<file path="src/verilog/ext_bus_pkg.sv">
// Shared constants for the external parallel bus control ends.
// Assumes one 25 MHz clock shared by both ends of the bench.
package ext_bus_pkg;
  localparam int FLAG_W = 12;
  localparam int IRQ_W = 3;
  localparam int DMA_W = 2;
  localparam int SYNC_STAGES = 2;
  localparam logic [3:0] SLAVE_WAIT_CYC = 4'h2;
  localparam logic [3:0] HOST_WAIT_CYC = 4'h3;
  localparam int DMA_CH_REQ1 = 9;
  localparam int DMA_CH_REQ2 = 8;
  localparam int DMA_IDX_REQ1 = 0;
  localparam int DMA_IDX_REQ2 = 1;
  localparam logic READY_OD = 1'b0;
  localparam logic READY_AD = 1'b1;
  typedef enum logic [1:0] {
    XA_READ,
    XA_WRITE
  } xfer_kind_t;
endpackage

</file>
<file path="src/verilog/ext_bus_if.sv">
// Interface joining the processor end and the outside party end.
// Assumes the bench resolves shared wires from the enables.
`timescale 1ns/1ps
`default_nettype none
interface ext_bus_if;
  logic wr_n_o, wr_n_oe, wr_n_i;
  logic rd_n_i;
  logic sw_n_o, sw_n_oe, sw_n_i;
  logic ack_o, ack_oe, ack_i;
  logic bus_suspend_tristate_n;
  logic host_bus_request_n;
  logic host_bus_grant_n;
  logic chip_select_n;
  logic host_wait_ready_o, host_wait_ready_oe;
  logic bus_drive_en;
  logic sdram_drive_en;
  logic [2:0] irq_n;
  logic [11:0] flag_o, flag_oe, flag_i;
  logic [1:0] external_dma_request_n;
  logic peer_bus_request_n;
  logic far_wr_n_o, far_wr_n_oe, far_rd_n_o;
  logic far_sw_n_o, far_sw_n_oe, far_ack_o, far_ack_oe;
  modport dev(
    output wr_n_o, wr_n_oe, sw_n_o, sw_n_oe, ack_o, ack_oe,
    output host_bus_grant_n, host_wait_ready_o, host_wait_ready_oe,
    output bus_drive_en, sdram_drive_en, flag_o, flag_oe,
    input wr_n_i, rd_n_i, sw_n_i, ack_i, bus_suspend_tristate_n,
    input host_bus_request_n, chip_select_n, irq_n, flag_i,
    input external_dma_request_n, peer_bus_request_n
  );
  modport far(
    output far_wr_n_o, far_wr_n_oe, far_rd_n_o,
    output far_sw_n_o, far_sw_n_oe, far_ack_o, far_ack_oe,
    output bus_suspend_tristate_n, host_bus_request_n, chip_select_n,
    output irq_n, external_dma_request_n, peer_bus_request_n,
    input wr_n_i, sw_n_i, ack_i, host_bus_grant_n,
    input host_wait_ready_o, host_wait_ready_oe, bus_drive_en
  );
endinterface
`default_nettype wire

</file>
<file path="src/verilog/ext_bus_device.sv">
// Processor end of the external bus control pins.
// Assumes the bench resolves wr, sw, ack and flag wires.
// Functional notes
// - Write strobe asserted on every outgoing write not aborted
// - Outside writer drives write strobe inward
// - Sync write select precedes strobe, abortable
// - Sync write select rises with address
// - Master drives select, slave samples direction
// - Outside party holds acknowledge low to wait
// - Slave drives acknowledge low for waits
// - Master keeps last acknowledge level
// - Suspend floats bus next cycle, SDRAM driven
// - Access stalls while suspend asserted
// - Suspend used only to break deadlock
// - Interrupts asynchronous, edge or level per line
// - Twelve flags each input or output
// - Host request: release bus, then grant
// - SDRAM controls driven while host owns bus
// - Host request beats peer requests
// - Grant held while host request held
// - Host asserts chip select to address device
// - Ready low for host access wait states
// - Ready open drain until config bit set
// - Ready driven only with select and request
// - DMA request one channel 9, two channel 8
// - Outside reader drives read strobe inward
`timescale 1ns/1ps
`default_nettype none
module ext_bus_device #(
  parameter int FLAG_W = ext_bus_pkg::FLAG_W
) (
  input wire logic clk,
  input wire logic reset_n,
  input wire logic clk_en,
  ext_bus_if.dev bus,
  input wire logic acc_req,
  input wire logic acc_write,
  input wire logic acc_cond_fail,
  output logic acc_done,
  input wire logic host_wait_active_drive_bit,
  input wire logic [ext_bus_pkg::IRQ_W-1:0] irq_edge_mode,
  input wire logic [ext_bus_pkg::IRQ_W-1:0] irq_clear,
  output logic [ext_bus_pkg::IRQ_W-1:0] irq_pending,
  input wire logic [FLAG_W-1:0] flag_dir_out,
  input wire logic [FLAG_W-1:0] flag_out_val,
  output logic [FLAG_W-1:0] flag_in_val,
  output logic [ext_bus_pkg::DMA_W-1:0] dma_ch_req,
  output logic slave_access,
  output logic slave_is_write
);
  import ext_bus_pkg::*;

  typedef enum logic [1:0] {M_IDLE, M_ADDR, M_STROBE} mst_t;

  ////////////////////////////////////////////////////////////////////
  // Synchronisers
  localparam int NS = 3 + IRQ_W + DMA_W + FLAG_W;
  logic [NS-1:0] s1_ff, s2_ff;
  wire [NS-1:0] raw_in = {bus.host_bus_request_n, bus.chip_select_n,
    bus.peer_bus_request_n, bus.irq_n, bus.external_dma_request_n,
    bus.flag_i};
  always_ff @(posedge clk or negedge reset_n) begin
    if (!reset_n) begin
      s1_ff <= '1;
      s2_ff <= '1;
    end else if (clk_en) begin
      s1_ff <= raw_in;
      s2_ff <= s1_ff;
    end
  end
  wire hbr_s = !s2_ff[NS-1];
  wire cs_s = !s2_ff[NS-2];
  wire peer_s = !s2_ff[NS-3];
  wire [IRQ_W-1:0] irq_s = ~s2_ff[DMA_W+FLAG_W +: IRQ_W];
  wire [DMA_W-1:0] dma_s = ~s2_ff[FLAG_W +: DMA_W];
  wire [FLAG_W-1:0] flag_s = s2_ff[FLAG_W-1:0];

  ////////////////////////////////////////////////////////////////////
  // Arbitration and bus release
  logic grant_ff, owner_ff, susp_ff, ack_keep_ff;
  wire susp = !bus.bus_suspend_tristate_n;
  wire host_win = hbr_s;
  wire peer_win = peer_s && !hbr_s;
  mst_t st_ff, nxt_st;
  wire idle = (st_ff == M_IDLE);
  wire nxt_owner = !host_win && !peer_win;
  always_ff @(posedge clk or negedge reset_n) begin
    if (!reset_n) begin
      grant_ff <= 1'b0;
      owner_ff <= 1'b1;
      susp_ff <= 1'b0;
    end else if (clk_en) begin
      susp_ff <= susp;
      if (idle)
        owner_ff <= nxt_owner;
      grant_ff <= host_win && idle && !owner_ff;
    end
  end
  assign bus.bus_drive_en = owner_ff && !susp_ff;
  assign bus.sdram_drive_en = 1'b1;
  assign bus.host_bus_grant_n = !grant_ff;

  ////////////////////////////////////////////////////////////////////
  // Master access sequencer
  logic sw_ff, wr_ff, ack_s1_ff, ack_s2_ff;
  wire ack_in = bus.ack_oe ? 1'b1 : ack_keep_ff;
  always_comb begin
    nxt_st = st_ff;
    unique case (st_ff)
      M_IDLE:
        if (acc_req && !acc_done && owner_ff && !host_win && !susp)
          nxt_st = M_ADDR; // Done cycle keeps a held request from rerunning
      M_ADDR:
        if (acc_cond_fail) nxt_st = M_IDLE;
        else if (!susp) nxt_st = M_STROBE;
      M_STROBE:
        if (ack_in && !susp) nxt_st = M_IDLE;
      default:
        nxt_st = M_IDLE;
    endcase
  end
  always_ff @(posedge clk or negedge reset_n) begin
    if (!reset_n) begin
      st_ff <= M_IDLE;
      sw_ff <= 1'b0;
      wr_ff <= 1'b0;
      acc_done <= 1'b0;
      ack_keep_ff <= 1'b1;
    end else if (clk_en) begin
      st_ff <= nxt_st;
      sw_ff <= (nxt_st != M_IDLE) && acc_write;
      wr_ff <= (nxt_st == M_STROBE) && acc_write;
      acc_done <= (st_ff == M_STROBE) && (nxt_st == M_IDLE);
      if (!bus.ack_oe)
        ack_keep_ff <= bus.ack_i;
    end
  end
  assign bus.sw_n_o = !sw_ff;
  assign bus.sw_n_oe = bus.bus_drive_en;
  assign bus.wr_n_o = !wr_ff;
  assign bus.wr_n_oe = bus.bus_drive_en;

  ////////////////////////////////////////////////////////////////////
  // Slave access to io_processor_registers
  logic [3:0] wait_ff, hwait_ff;
  logic sl_act_ff, dir_ff, rdy_ff;
  wire strobe_in = !owner_ff && (!bus.wr_n_i || !bus.rd_n_i);
  wire ready_sel = cs_s && hbr_s;
  always_ff @(posedge clk or negedge reset_n) begin
    if (!reset_n) begin
      wait_ff <= 4'h0;
      sl_act_ff <= 1'b0;
      dir_ff <= 1'b0;
      hwait_ff <= HOST_WAIT_CYC;
      rdy_ff <= 1'b0;
    end else if (clk_en) begin
      if (strobe_in && !sl_act_ff) begin
        sl_act_ff <= 1'b1;
        dir_ff <= !bus.sw_n_i;
        wait_ff <= SLAVE_WAIT_CYC;
      end else if (wait_ff != 4'h0) begin
        wait_ff <= wait_ff - 4'h1;
      end else if (!strobe_in) begin
        sl_act_ff <= 1'b0;
      end
      if (!ready_sel) begin
        hwait_ff <= HOST_WAIT_CYC;
        rdy_ff <= 1'b0;
      end else if (hwait_ff != 4'h0) begin
        hwait_ff <= hwait_ff - 4'h1;
        rdy_ff <= (hwait_ff == 4'h1);
      end
    end
  end
  assign bus.ack_o = (wait_ff == 4'h0);
  assign bus.ack_oe = sl_act_ff;
  assign slave_access = sl_act_ff;
  assign slave_is_write = dir_ff;
  // Open drain drives only the low level
  assign bus.host_wait_ready_o = rdy_ff;
  assign bus.host_wait_ready_oe = ready_sel &&
    ((host_wait_active_drive_bit == READY_AD) || !rdy_ff);

  ////////////////////////////////////////////////////////////////////
  // Interrupts, flags, DMA requests
  logic [IRQ_W-1:0] irq_prev_ff;
  logic [FLAG_W-1:0] flag_out_ff, flag_oe_ff;
  wire [IRQ_W-1:0] irq_hit = irq_edge_mode & irq_s & ~irq_prev_ff;
  always_ff @(posedge clk or negedge reset_n) begin
    if (!reset_n) begin
      irq_prev_ff <= '0;
      irq_pending <= '0;
      flag_out_ff <= '0;
      flag_oe_ff <= '0;
      flag_in_val <= '0;
      dma_ch_req <= '0;
    end else if (clk_en) begin
      irq_prev_ff <= irq_s;
      // Set beats clear on edge lines
      irq_pending <= (irq_edge_mode & ((irq_pending & ~irq_clear) |
        irq_hit)) | (~irq_edge_mode & irq_s);
      flag_oe_ff <= flag_dir_out;
      flag_out_ff <= flag_out_val;
      flag_in_val <= flag_s;
      dma_ch_req[DMA_IDX_REQ1] <= dma_s[DMA_IDX_REQ1];
      dma_ch_req[DMA_IDX_REQ2] <= dma_s[DMA_IDX_REQ2];
    end
  end
  assign bus.flag_o = flag_out_ff;
  assign bus.flag_oe = flag_oe_ff;
endmodule
`default_nettype wire

</file>
<file path="src/flat_wrapper.sv">
// flat-port wrapper written by rule: the top's interface ports become plain ports
module ext_bus_device_flat import ext_bus_pkg::*;
#(
  parameter int FLAG_W = ext_bus_pkg::FLAG_W
)
  (clk, reset_n, clk_en, acc_req, acc_write, acc_cond_fail, acc_done, host_wait_active_drive_bit, irq_edge_mode, irq_clear, irq_pending, flag_dir_out, flag_out_val, flag_in_val, dma_ch_req, slave_access, slave_is_write, bus_wr_n_o, bus_wr_n_oe, bus_sw_n_o, bus_sw_n_oe, bus_ack_o, bus_ack_oe, bus_host_bus_grant_n, bus_host_wait_ready_o, bus_host_wait_ready_oe, bus_bus_drive_en, bus_sdram_drive_en, bus_flag_o, bus_flag_oe, bus_wr_n_i, bus_rd_n_i, bus_sw_n_i, bus_ack_i, bus_bus_suspend_tristate_n, bus_host_bus_request_n, bus_chip_select_n, bus_irq_n, bus_flag_i, bus_external_dma_request_n, bus_peer_bus_request_n);
  ext_bus_if bus_i ();
  input wire logic clk;
  input wire logic reset_n;
  input wire logic clk_en;
  input wire logic acc_req;
  input wire logic acc_write;
  input wire logic acc_cond_fail;
  output logic acc_done;
  input wire logic host_wait_active_drive_bit;
  input wire logic [ext_bus_pkg::IRQ_W-1:0] irq_edge_mode;
  input wire logic [ext_bus_pkg::IRQ_W-1:0] irq_clear;
  output logic [ext_bus_pkg::IRQ_W-1:0] irq_pending;
  input wire logic [FLAG_W-1:0] flag_dir_out;
  input wire logic [FLAG_W-1:0] flag_out_val;
  output logic [FLAG_W-1:0] flag_in_val;
  output logic [ext_bus_pkg::DMA_W-1:0] dma_ch_req;
  output logic slave_access;
  output logic slave_is_write;
  output wire logic [$bits(bus_i.wr_n_o)-1:0] bus_wr_n_o;
  output wire logic [$bits(bus_i.wr_n_oe)-1:0] bus_wr_n_oe;
  output wire logic [$bits(bus_i.sw_n_o)-1:0] bus_sw_n_o;
  output wire logic [$bits(bus_i.sw_n_oe)-1:0] bus_sw_n_oe;
  output wire logic [$bits(bus_i.ack_o)-1:0] bus_ack_o;
  output wire logic [$bits(bus_i.ack_oe)-1:0] bus_ack_oe;
  output wire logic [$bits(bus_i.host_bus_grant_n)-1:0] bus_host_bus_grant_n;
  output wire logic [$bits(bus_i.host_wait_ready_o)-1:0] bus_host_wait_ready_o;
  output wire logic [$bits(bus_i.host_wait_ready_oe)-1:0] bus_host_wait_ready_oe;
  output wire logic [$bits(bus_i.bus_drive_en)-1:0] bus_bus_drive_en;
  output wire logic [$bits(bus_i.sdram_drive_en)-1:0] bus_sdram_drive_en;
  output wire logic [$bits(bus_i.flag_o)-1:0] bus_flag_o;
  output wire logic [$bits(bus_i.flag_oe)-1:0] bus_flag_oe;
  input wire logic [$bits(bus_i.wr_n_i)-1:0] bus_wr_n_i;
  input wire logic [$bits(bus_i.rd_n_i)-1:0] bus_rd_n_i;
  input wire logic [$bits(bus_i.sw_n_i)-1:0] bus_sw_n_i;
  input wire logic [$bits(bus_i.ack_i)-1:0] bus_ack_i;
  input wire logic [$bits(bus_i.bus_suspend_tristate_n)-1:0] bus_bus_suspend_tristate_n;
  input wire logic [$bits(bus_i.host_bus_request_n)-1:0] bus_host_bus_request_n;
  input wire logic [$bits(bus_i.chip_select_n)-1:0] bus_chip_select_n;
  input wire logic [$bits(bus_i.irq_n)-1:0] bus_irq_n;
  input wire logic [$bits(bus_i.flag_i)-1:0] bus_flag_i;
  input wire logic [$bits(bus_i.external_dma_request_n)-1:0] bus_external_dma_request_n;
  input wire logic [$bits(bus_i.peer_bus_request_n)-1:0] bus_peer_bus_request_n;
  assign bus_wr_n_o = bus_i.wr_n_o;
  assign bus_wr_n_oe = bus_i.wr_n_oe;
  assign bus_sw_n_o = bus_i.sw_n_o;
  assign bus_sw_n_oe = bus_i.sw_n_oe;
  assign bus_ack_o = bus_i.ack_o;
  assign bus_ack_oe = bus_i.ack_oe;
  assign bus_host_bus_grant_n = bus_i.host_bus_grant_n;
  assign bus_host_wait_ready_o = bus_i.host_wait_ready_o;
  assign bus_host_wait_ready_oe = bus_i.host_wait_ready_oe;
  assign bus_bus_drive_en = bus_i.bus_drive_en;
  assign bus_sdram_drive_en = bus_i.sdram_drive_en;
  assign bus_flag_o = bus_i.flag_o;
  assign bus_flag_oe = bus_i.flag_oe;
  assign bus_i.wr_n_i = bus_wr_n_i;
  assign bus_i.rd_n_i = bus_rd_n_i;
  assign bus_i.sw_n_i = bus_sw_n_i;
  assign bus_i.ack_i = bus_ack_i;
  assign bus_i.bus_suspend_tristate_n = bus_bus_suspend_tristate_n;
  assign bus_i.host_bus_request_n = bus_host_bus_request_n;
  assign bus_i.chip_select_n = bus_chip_select_n;
  assign bus_i.irq_n = bus_irq_n;
  assign bus_i.flag_i = bus_flag_i;
  assign bus_i.external_dma_request_n = bus_external_dma_request_n;
  assign bus_i.peer_bus_request_n = bus_peer_bus_request_n;
  ext_bus_device #(.FLAG_W(FLAG_W)) u_core (.clk(clk), .reset_n(reset_n), .clk_en(clk_en), .bus(bus_i), .acc_req(acc_req), .acc_write(acc_write), .acc_cond_fail(acc_cond_fail), .acc_done(acc_done), .host_wait_active_drive_bit(host_wait_active_drive_bit), .irq_edge_mode(irq_edge_mode), .irq_clear(irq_clear), .irq_pending(irq_pending), .flag_dir_out(flag_dir_out), .flag_out_val(flag_out_val), .flag_in_val(flag_in_val), .dma_ch_req(dma_ch_req), .slave_access(slave_access), .slave_is_write(slave_is_write));
endmodule
</file>
<file path="config.mk">
export PLATFORM = sky130hd
export DESIGN_NAME = ext_bus_device_flat
export DESIGN_NICKNAME = d
export VERILOG_FILES = /design/src/verilog/ext_bus_pkg.sv /design/src/verilog/ext_bus_if.sv /design/src/verilog/ext_bus_device.sv /design/src/flat_wrapper.sv
export SDC_FILE = /design/constraint.sdc
export NUM_CORES = 1
export LEC_CHECK = 0
export ABC_AREA = 0
export ABC_CLOCK_PERIOD_IN_PS = 4600
export BUFFER_PORTS_ARGS = -buffer_cell sky130_fd_sc_hd__buf_2
export CORE_MARGIN = 2
export CORE_UTILIZATION = 25
export CTS_BUF_LIST = sky130_fd_sc_hd__clkbuf_4 sky130_fd_sc_hd__clkbuf_8
export CTS_CLUSTER_DIAMETER = 120
export DETAILED_ROUTE_END_ITERATION = 10
export HOLD_SLACK_MARGIN = 0.03
export PLACE_DENSITY = 0.51
export SLEW_MARGIN = 10
export SYNTH_ARGS = -nofsm -noshare
export SYNTH_HDL_FRONTEND = slang
export SYNTH_SLANG_ARGS = --single-unit
export TNS_END_PERCENT = 100
</file>
<file path="constraint.sdc">
create_clock -name clk -period 4.6 [get_ports clk]
set_clock_uncertainty 0.2 [all_clocks]
set_input_delay 1.15 -clock clk [delete_from_list [all_inputs] [get_ports clk]]
set_output_delay 1.15 -clock clk [all_outputs]
set_load 0.02 [all_outputs]
</file>
==> run_results.csv <==
group,metric,value,unit
clock_network,post_cts_buffers,0,
synth,syn_area,4510,um^2
finish,utilization,30.6,%
global_routing,grt_pass1_wl,14400,um
synth,ys_ff_latch,104,
setup_path,crit_path_end_kind,"output port",
clock_network,cts_hold_buffers,0,
timing,worst_pin_slew,0.678,ns
timing,slew_headroom,54.8,%
global_routing,grt_pass1_vias,2836,
clock_network,cts_buffer_depth,2,
synth,synth_edf_count,0,
outcome,outcome,"finished clean",
detailed_routing,drt_pass1_iterations,4,
floorplan,die-area,19100,um^2
power_and_ir_drop,powerDensity,421,nW/um^2
synth,synth_ff_type,"dfrtp_1",
detailed_routing,viasPerCell,4.09,
power_and_ir_drop,pwr-share-seq,51.6,%
power_and_ir_drop,p_leak,2.57,nW
clock_network,cts-resized-gates,0,
min_path,holdPathEnd,"u_core.irq_pending[2]",
synth,syn_inst,304,
timing,fmax,324,MHz
min_path,hold_depth,1,
floorplan,core,17800,um^2
synth,ys_warn_count,0,
global_routing,overflow,0,
synth,synth_fp_nets,370,
floorplan,io_pins,117,
clock_network,cts_buffers,9,
setup_path,r2r_slack,2.85,ns
setup_path,cp.arrival,1.74,ns
placement,port_buffers,115,
setup_path,required,3.25,ns
synth,avgSynthCellArea,14.8,um^2
finish,area_delta_synth_final,21.3,%
clock_network,cts_root_buf,"clkbuf_8",
timing,period_share,67.1,%
clock_network,cts-htree-levels,3,
finish,design_area,5470,um^2
clock_network,cts.sinks,104,
min_path,min_from,"u_core.irq_pending[2]",
floorplan,die_h,138,um
finish,drive_gt1_share,62.2,%
placement,gp_congestion,0.703,
setup_path,crit_fanout,4,
setup_path,worstReg2RegStart,"u_core.wait_ff[0]",
finish,nNetsFinal,484,
clock_network,cts_tree,"done",
floorplan,row_count,49,
timing,rsz0062_at_grt,"false",
detailed_routing,drt_iter0_drc,70,
power_and_ir_drop,p_int,1.64,mW
finish,n_antenna_cell,0,
synth,async_flop_share,100,%
power_and_ir_drop,p_comb_share,22.7,%
power_and_ir_drop,power.switching,0.667,mW
timing,hold_viol_final,0,
clock_network,clkLatencyLatePin,0.37,ns
clock_network,clk_pin_slew_worst_paths,0.09,ns
power_and_ir_drop,p_sw_share,28.9,%
global_routing,antenna_found_initial,1,
setup_path,startpoint_type,"flop",
min_path,worstHoldPathType,"reg -> reg",
detailed_routing,wl_per_cell,13.1,um
setup_path,ff2ff_path_depth,6,
power_and_ir_drop,peakVddDrop,0.000153,V
timing,fin_setup_tns,0,ns
placement,hpwl,5950,um
global_routing,grt_max_degree,54,
floorplan,die_w,138,um
timing,period_needed,3.09,ns
detailed_routing,vias,2669,
detailed_routing,routed_wl,8570,um
synth,yosysUniqueCellTypes,48,
global_routing,grt.total_usage,9.34,%
detailed_routing,drtAntennaViolNets,0,
placement,place_area,5260,um^2
detailed_routing,drcViolationCount,0,
job,cap_violations,0,
setup_path,r2r-end,"u_core.bus.ack_oe",
power_and_ir_drop,p_clk_share,25.7,%
timing,setup-violations-final,0,
setup_path,crit_type,"reg -> out",
timing,slew_violations,0,
synth,seq_area_frac_synth,58.9,%
floorplan,start_util,25.3,%
## routing by layer
| metal | track usage, % | wire length (um) | up-vias |
|---|---|---|---|
| met1 | 11.5 | 3960 | 1314 |
| met2 | 15.0 | 3980 | 67 |
| met4 | 2.26 | 91 | 2 |
| met5 | 0 | 12 | - |
| li1 | - | - | 1275 |
| met3 | 4.23 | 518 | 11 |
## sequential cells by signal, indices dropped and copies added, names as in the netlist
| signal | flops |
|---|---|
| u_core.acc_done | 1 |
| u_core.ack_keep_ff | 1 |
| u_core.bus.ack_oe | 1 |
| u_core.bus.flag_o | 12 |
| u_core.bus.flag_oe | 12 |
| u_core.bus.host_wait_ready_o | 1 |
| u_core.dma_ch_req | 2 |
| u_core.flag_in_val | 12 |
| u_core.grant_ff | 1 |
| u_core.hwait_ff | 4 |
| u_core.irq_pending | 3 |
| u_core.irq_prev_ff | 3 |
| u_core.owner_ff | 1 |
| u_core.s1_ff | 20 |
| u_core.s2_ff | 20 |
| u_core.slave_is_write | 1 |
| u_core.st_ff | 2 |
| u_core.susp_ff | 1 |
| u_core.sw_ff | 1 |
| u_core.wait_ff | 4 |
| u_core.wr_ff | 1 |
## per-stage QoR
stage               hold WS [ns]  std cells  setup WS (ns)  total power [mW]
detailed placement         0.265        636           1.58              1.73
global route               0.299        652           1.39              2.45
finish                     0.281        652           1.51              2.30
global placement           0.256        636           1.63              1.71
floorplan                  0.280        304           1.72              1.56
CTS                        0.288        652           1.47              2.35
## layout by cell type (no fill, tap or decap), types with 2 or more instances in the layout
master,netlist,final
nand2_1,10,10
a22o_1,2,2
a21o_1,3,3
mux2i_1,2,2
buf_4,5,6
inv_1,16,16
o21ai_1,6,6
clkinv_2,1,3
dfrtp_1,60,60
mux2_2,34,34
a21oi_1,8,8
nor2b_1,5,5
clkbuf_8,0,11
dfstp_2,44,44
o21ai_0,7,7
clkbuf_4,0,2
mux2_1,7,7
nor4b_2,2,2
nand4_1,2,2
nand2b_1,3,3
ha_1,4,4
buf_2,4,113
nor2_1,7,7
mux2_4,40,40
a32oi_1,2,2
## worst max path at each step
stage	startpoint	endpoint	cells after the start
3_5_place_dp	clk_en	u_core.bus.flag_oe[1]	3
6_report	u_core.wait_ff[0]	bus_ack_o	5
3_3_place_gp	clk_en	u_core.bus.flag_o[8]	3
2_1_floorplan	host_wait_active_drive_bit	bus_host_wait_ready_oe	2
4_1_cts	u_core.wait_ff[0]	bus_ack_o	5
5_1_grt	u_core.wait_ff[0]	bus_ack_o	5
## cell families after synthesis
family	after synthesis	synth area share, %
other cells	1	0.0832
fa+ha+maj	4	1.11
buf+inv	34	4.74
flops	104	58.9
simple gates	39	5.24
compound gates	39	5.88
mux	83	24.0
## power groups by stage
stage / Sequential, mW / Clock, mW / Combinational, mW
after floorplan: 1.26 / 0 / 0.304
after global placement: 1.20 / 0 / 0.514
after detailed placement: 1.20 / 0 / 0.530
after CTS: 1.19 / 0.630 / 0.533
after global routing: 1.21 / 0.667 / 0.572
final: 1.19 / 0.593 / 0.522
## cell usage after synthesis, types with 5 or more instances
cell,n,area [um^2]
nor2b_1,5,31.3
buf_4,5,37.5
nor2_1,7,26.3
mux2_2,34,383
inv_1,16,60.1
mux2_4,40,601
o21ai_0,7,35.0
a21oi_1,8,40.0
nand2_1,10,37.5
o21ai_1,6,30.0
dfrtp_1,60,1500
dfstp_2,44,1160
mux2_1,7,78.8
buf_6,6,67.6
## area by class of cell
class,instances,area [um^2]
clock buffer,13,166
timing repair buffer,119,611
sequential,104,2660
multi-input combinational,166,1640
clock inverter,3,40.0
tap,229,287
fill,1817,12400
inverter,18,68.8
## worst max-delay path: stages (launching register included)
cell	delay, ns
dfrtp_1	0.40
inv_1	0.10
ha_1	0.22
or3b_4	0.41
clkinv_2	0.08
buf_2	0.16
Power figures use the tool's default switching activity.
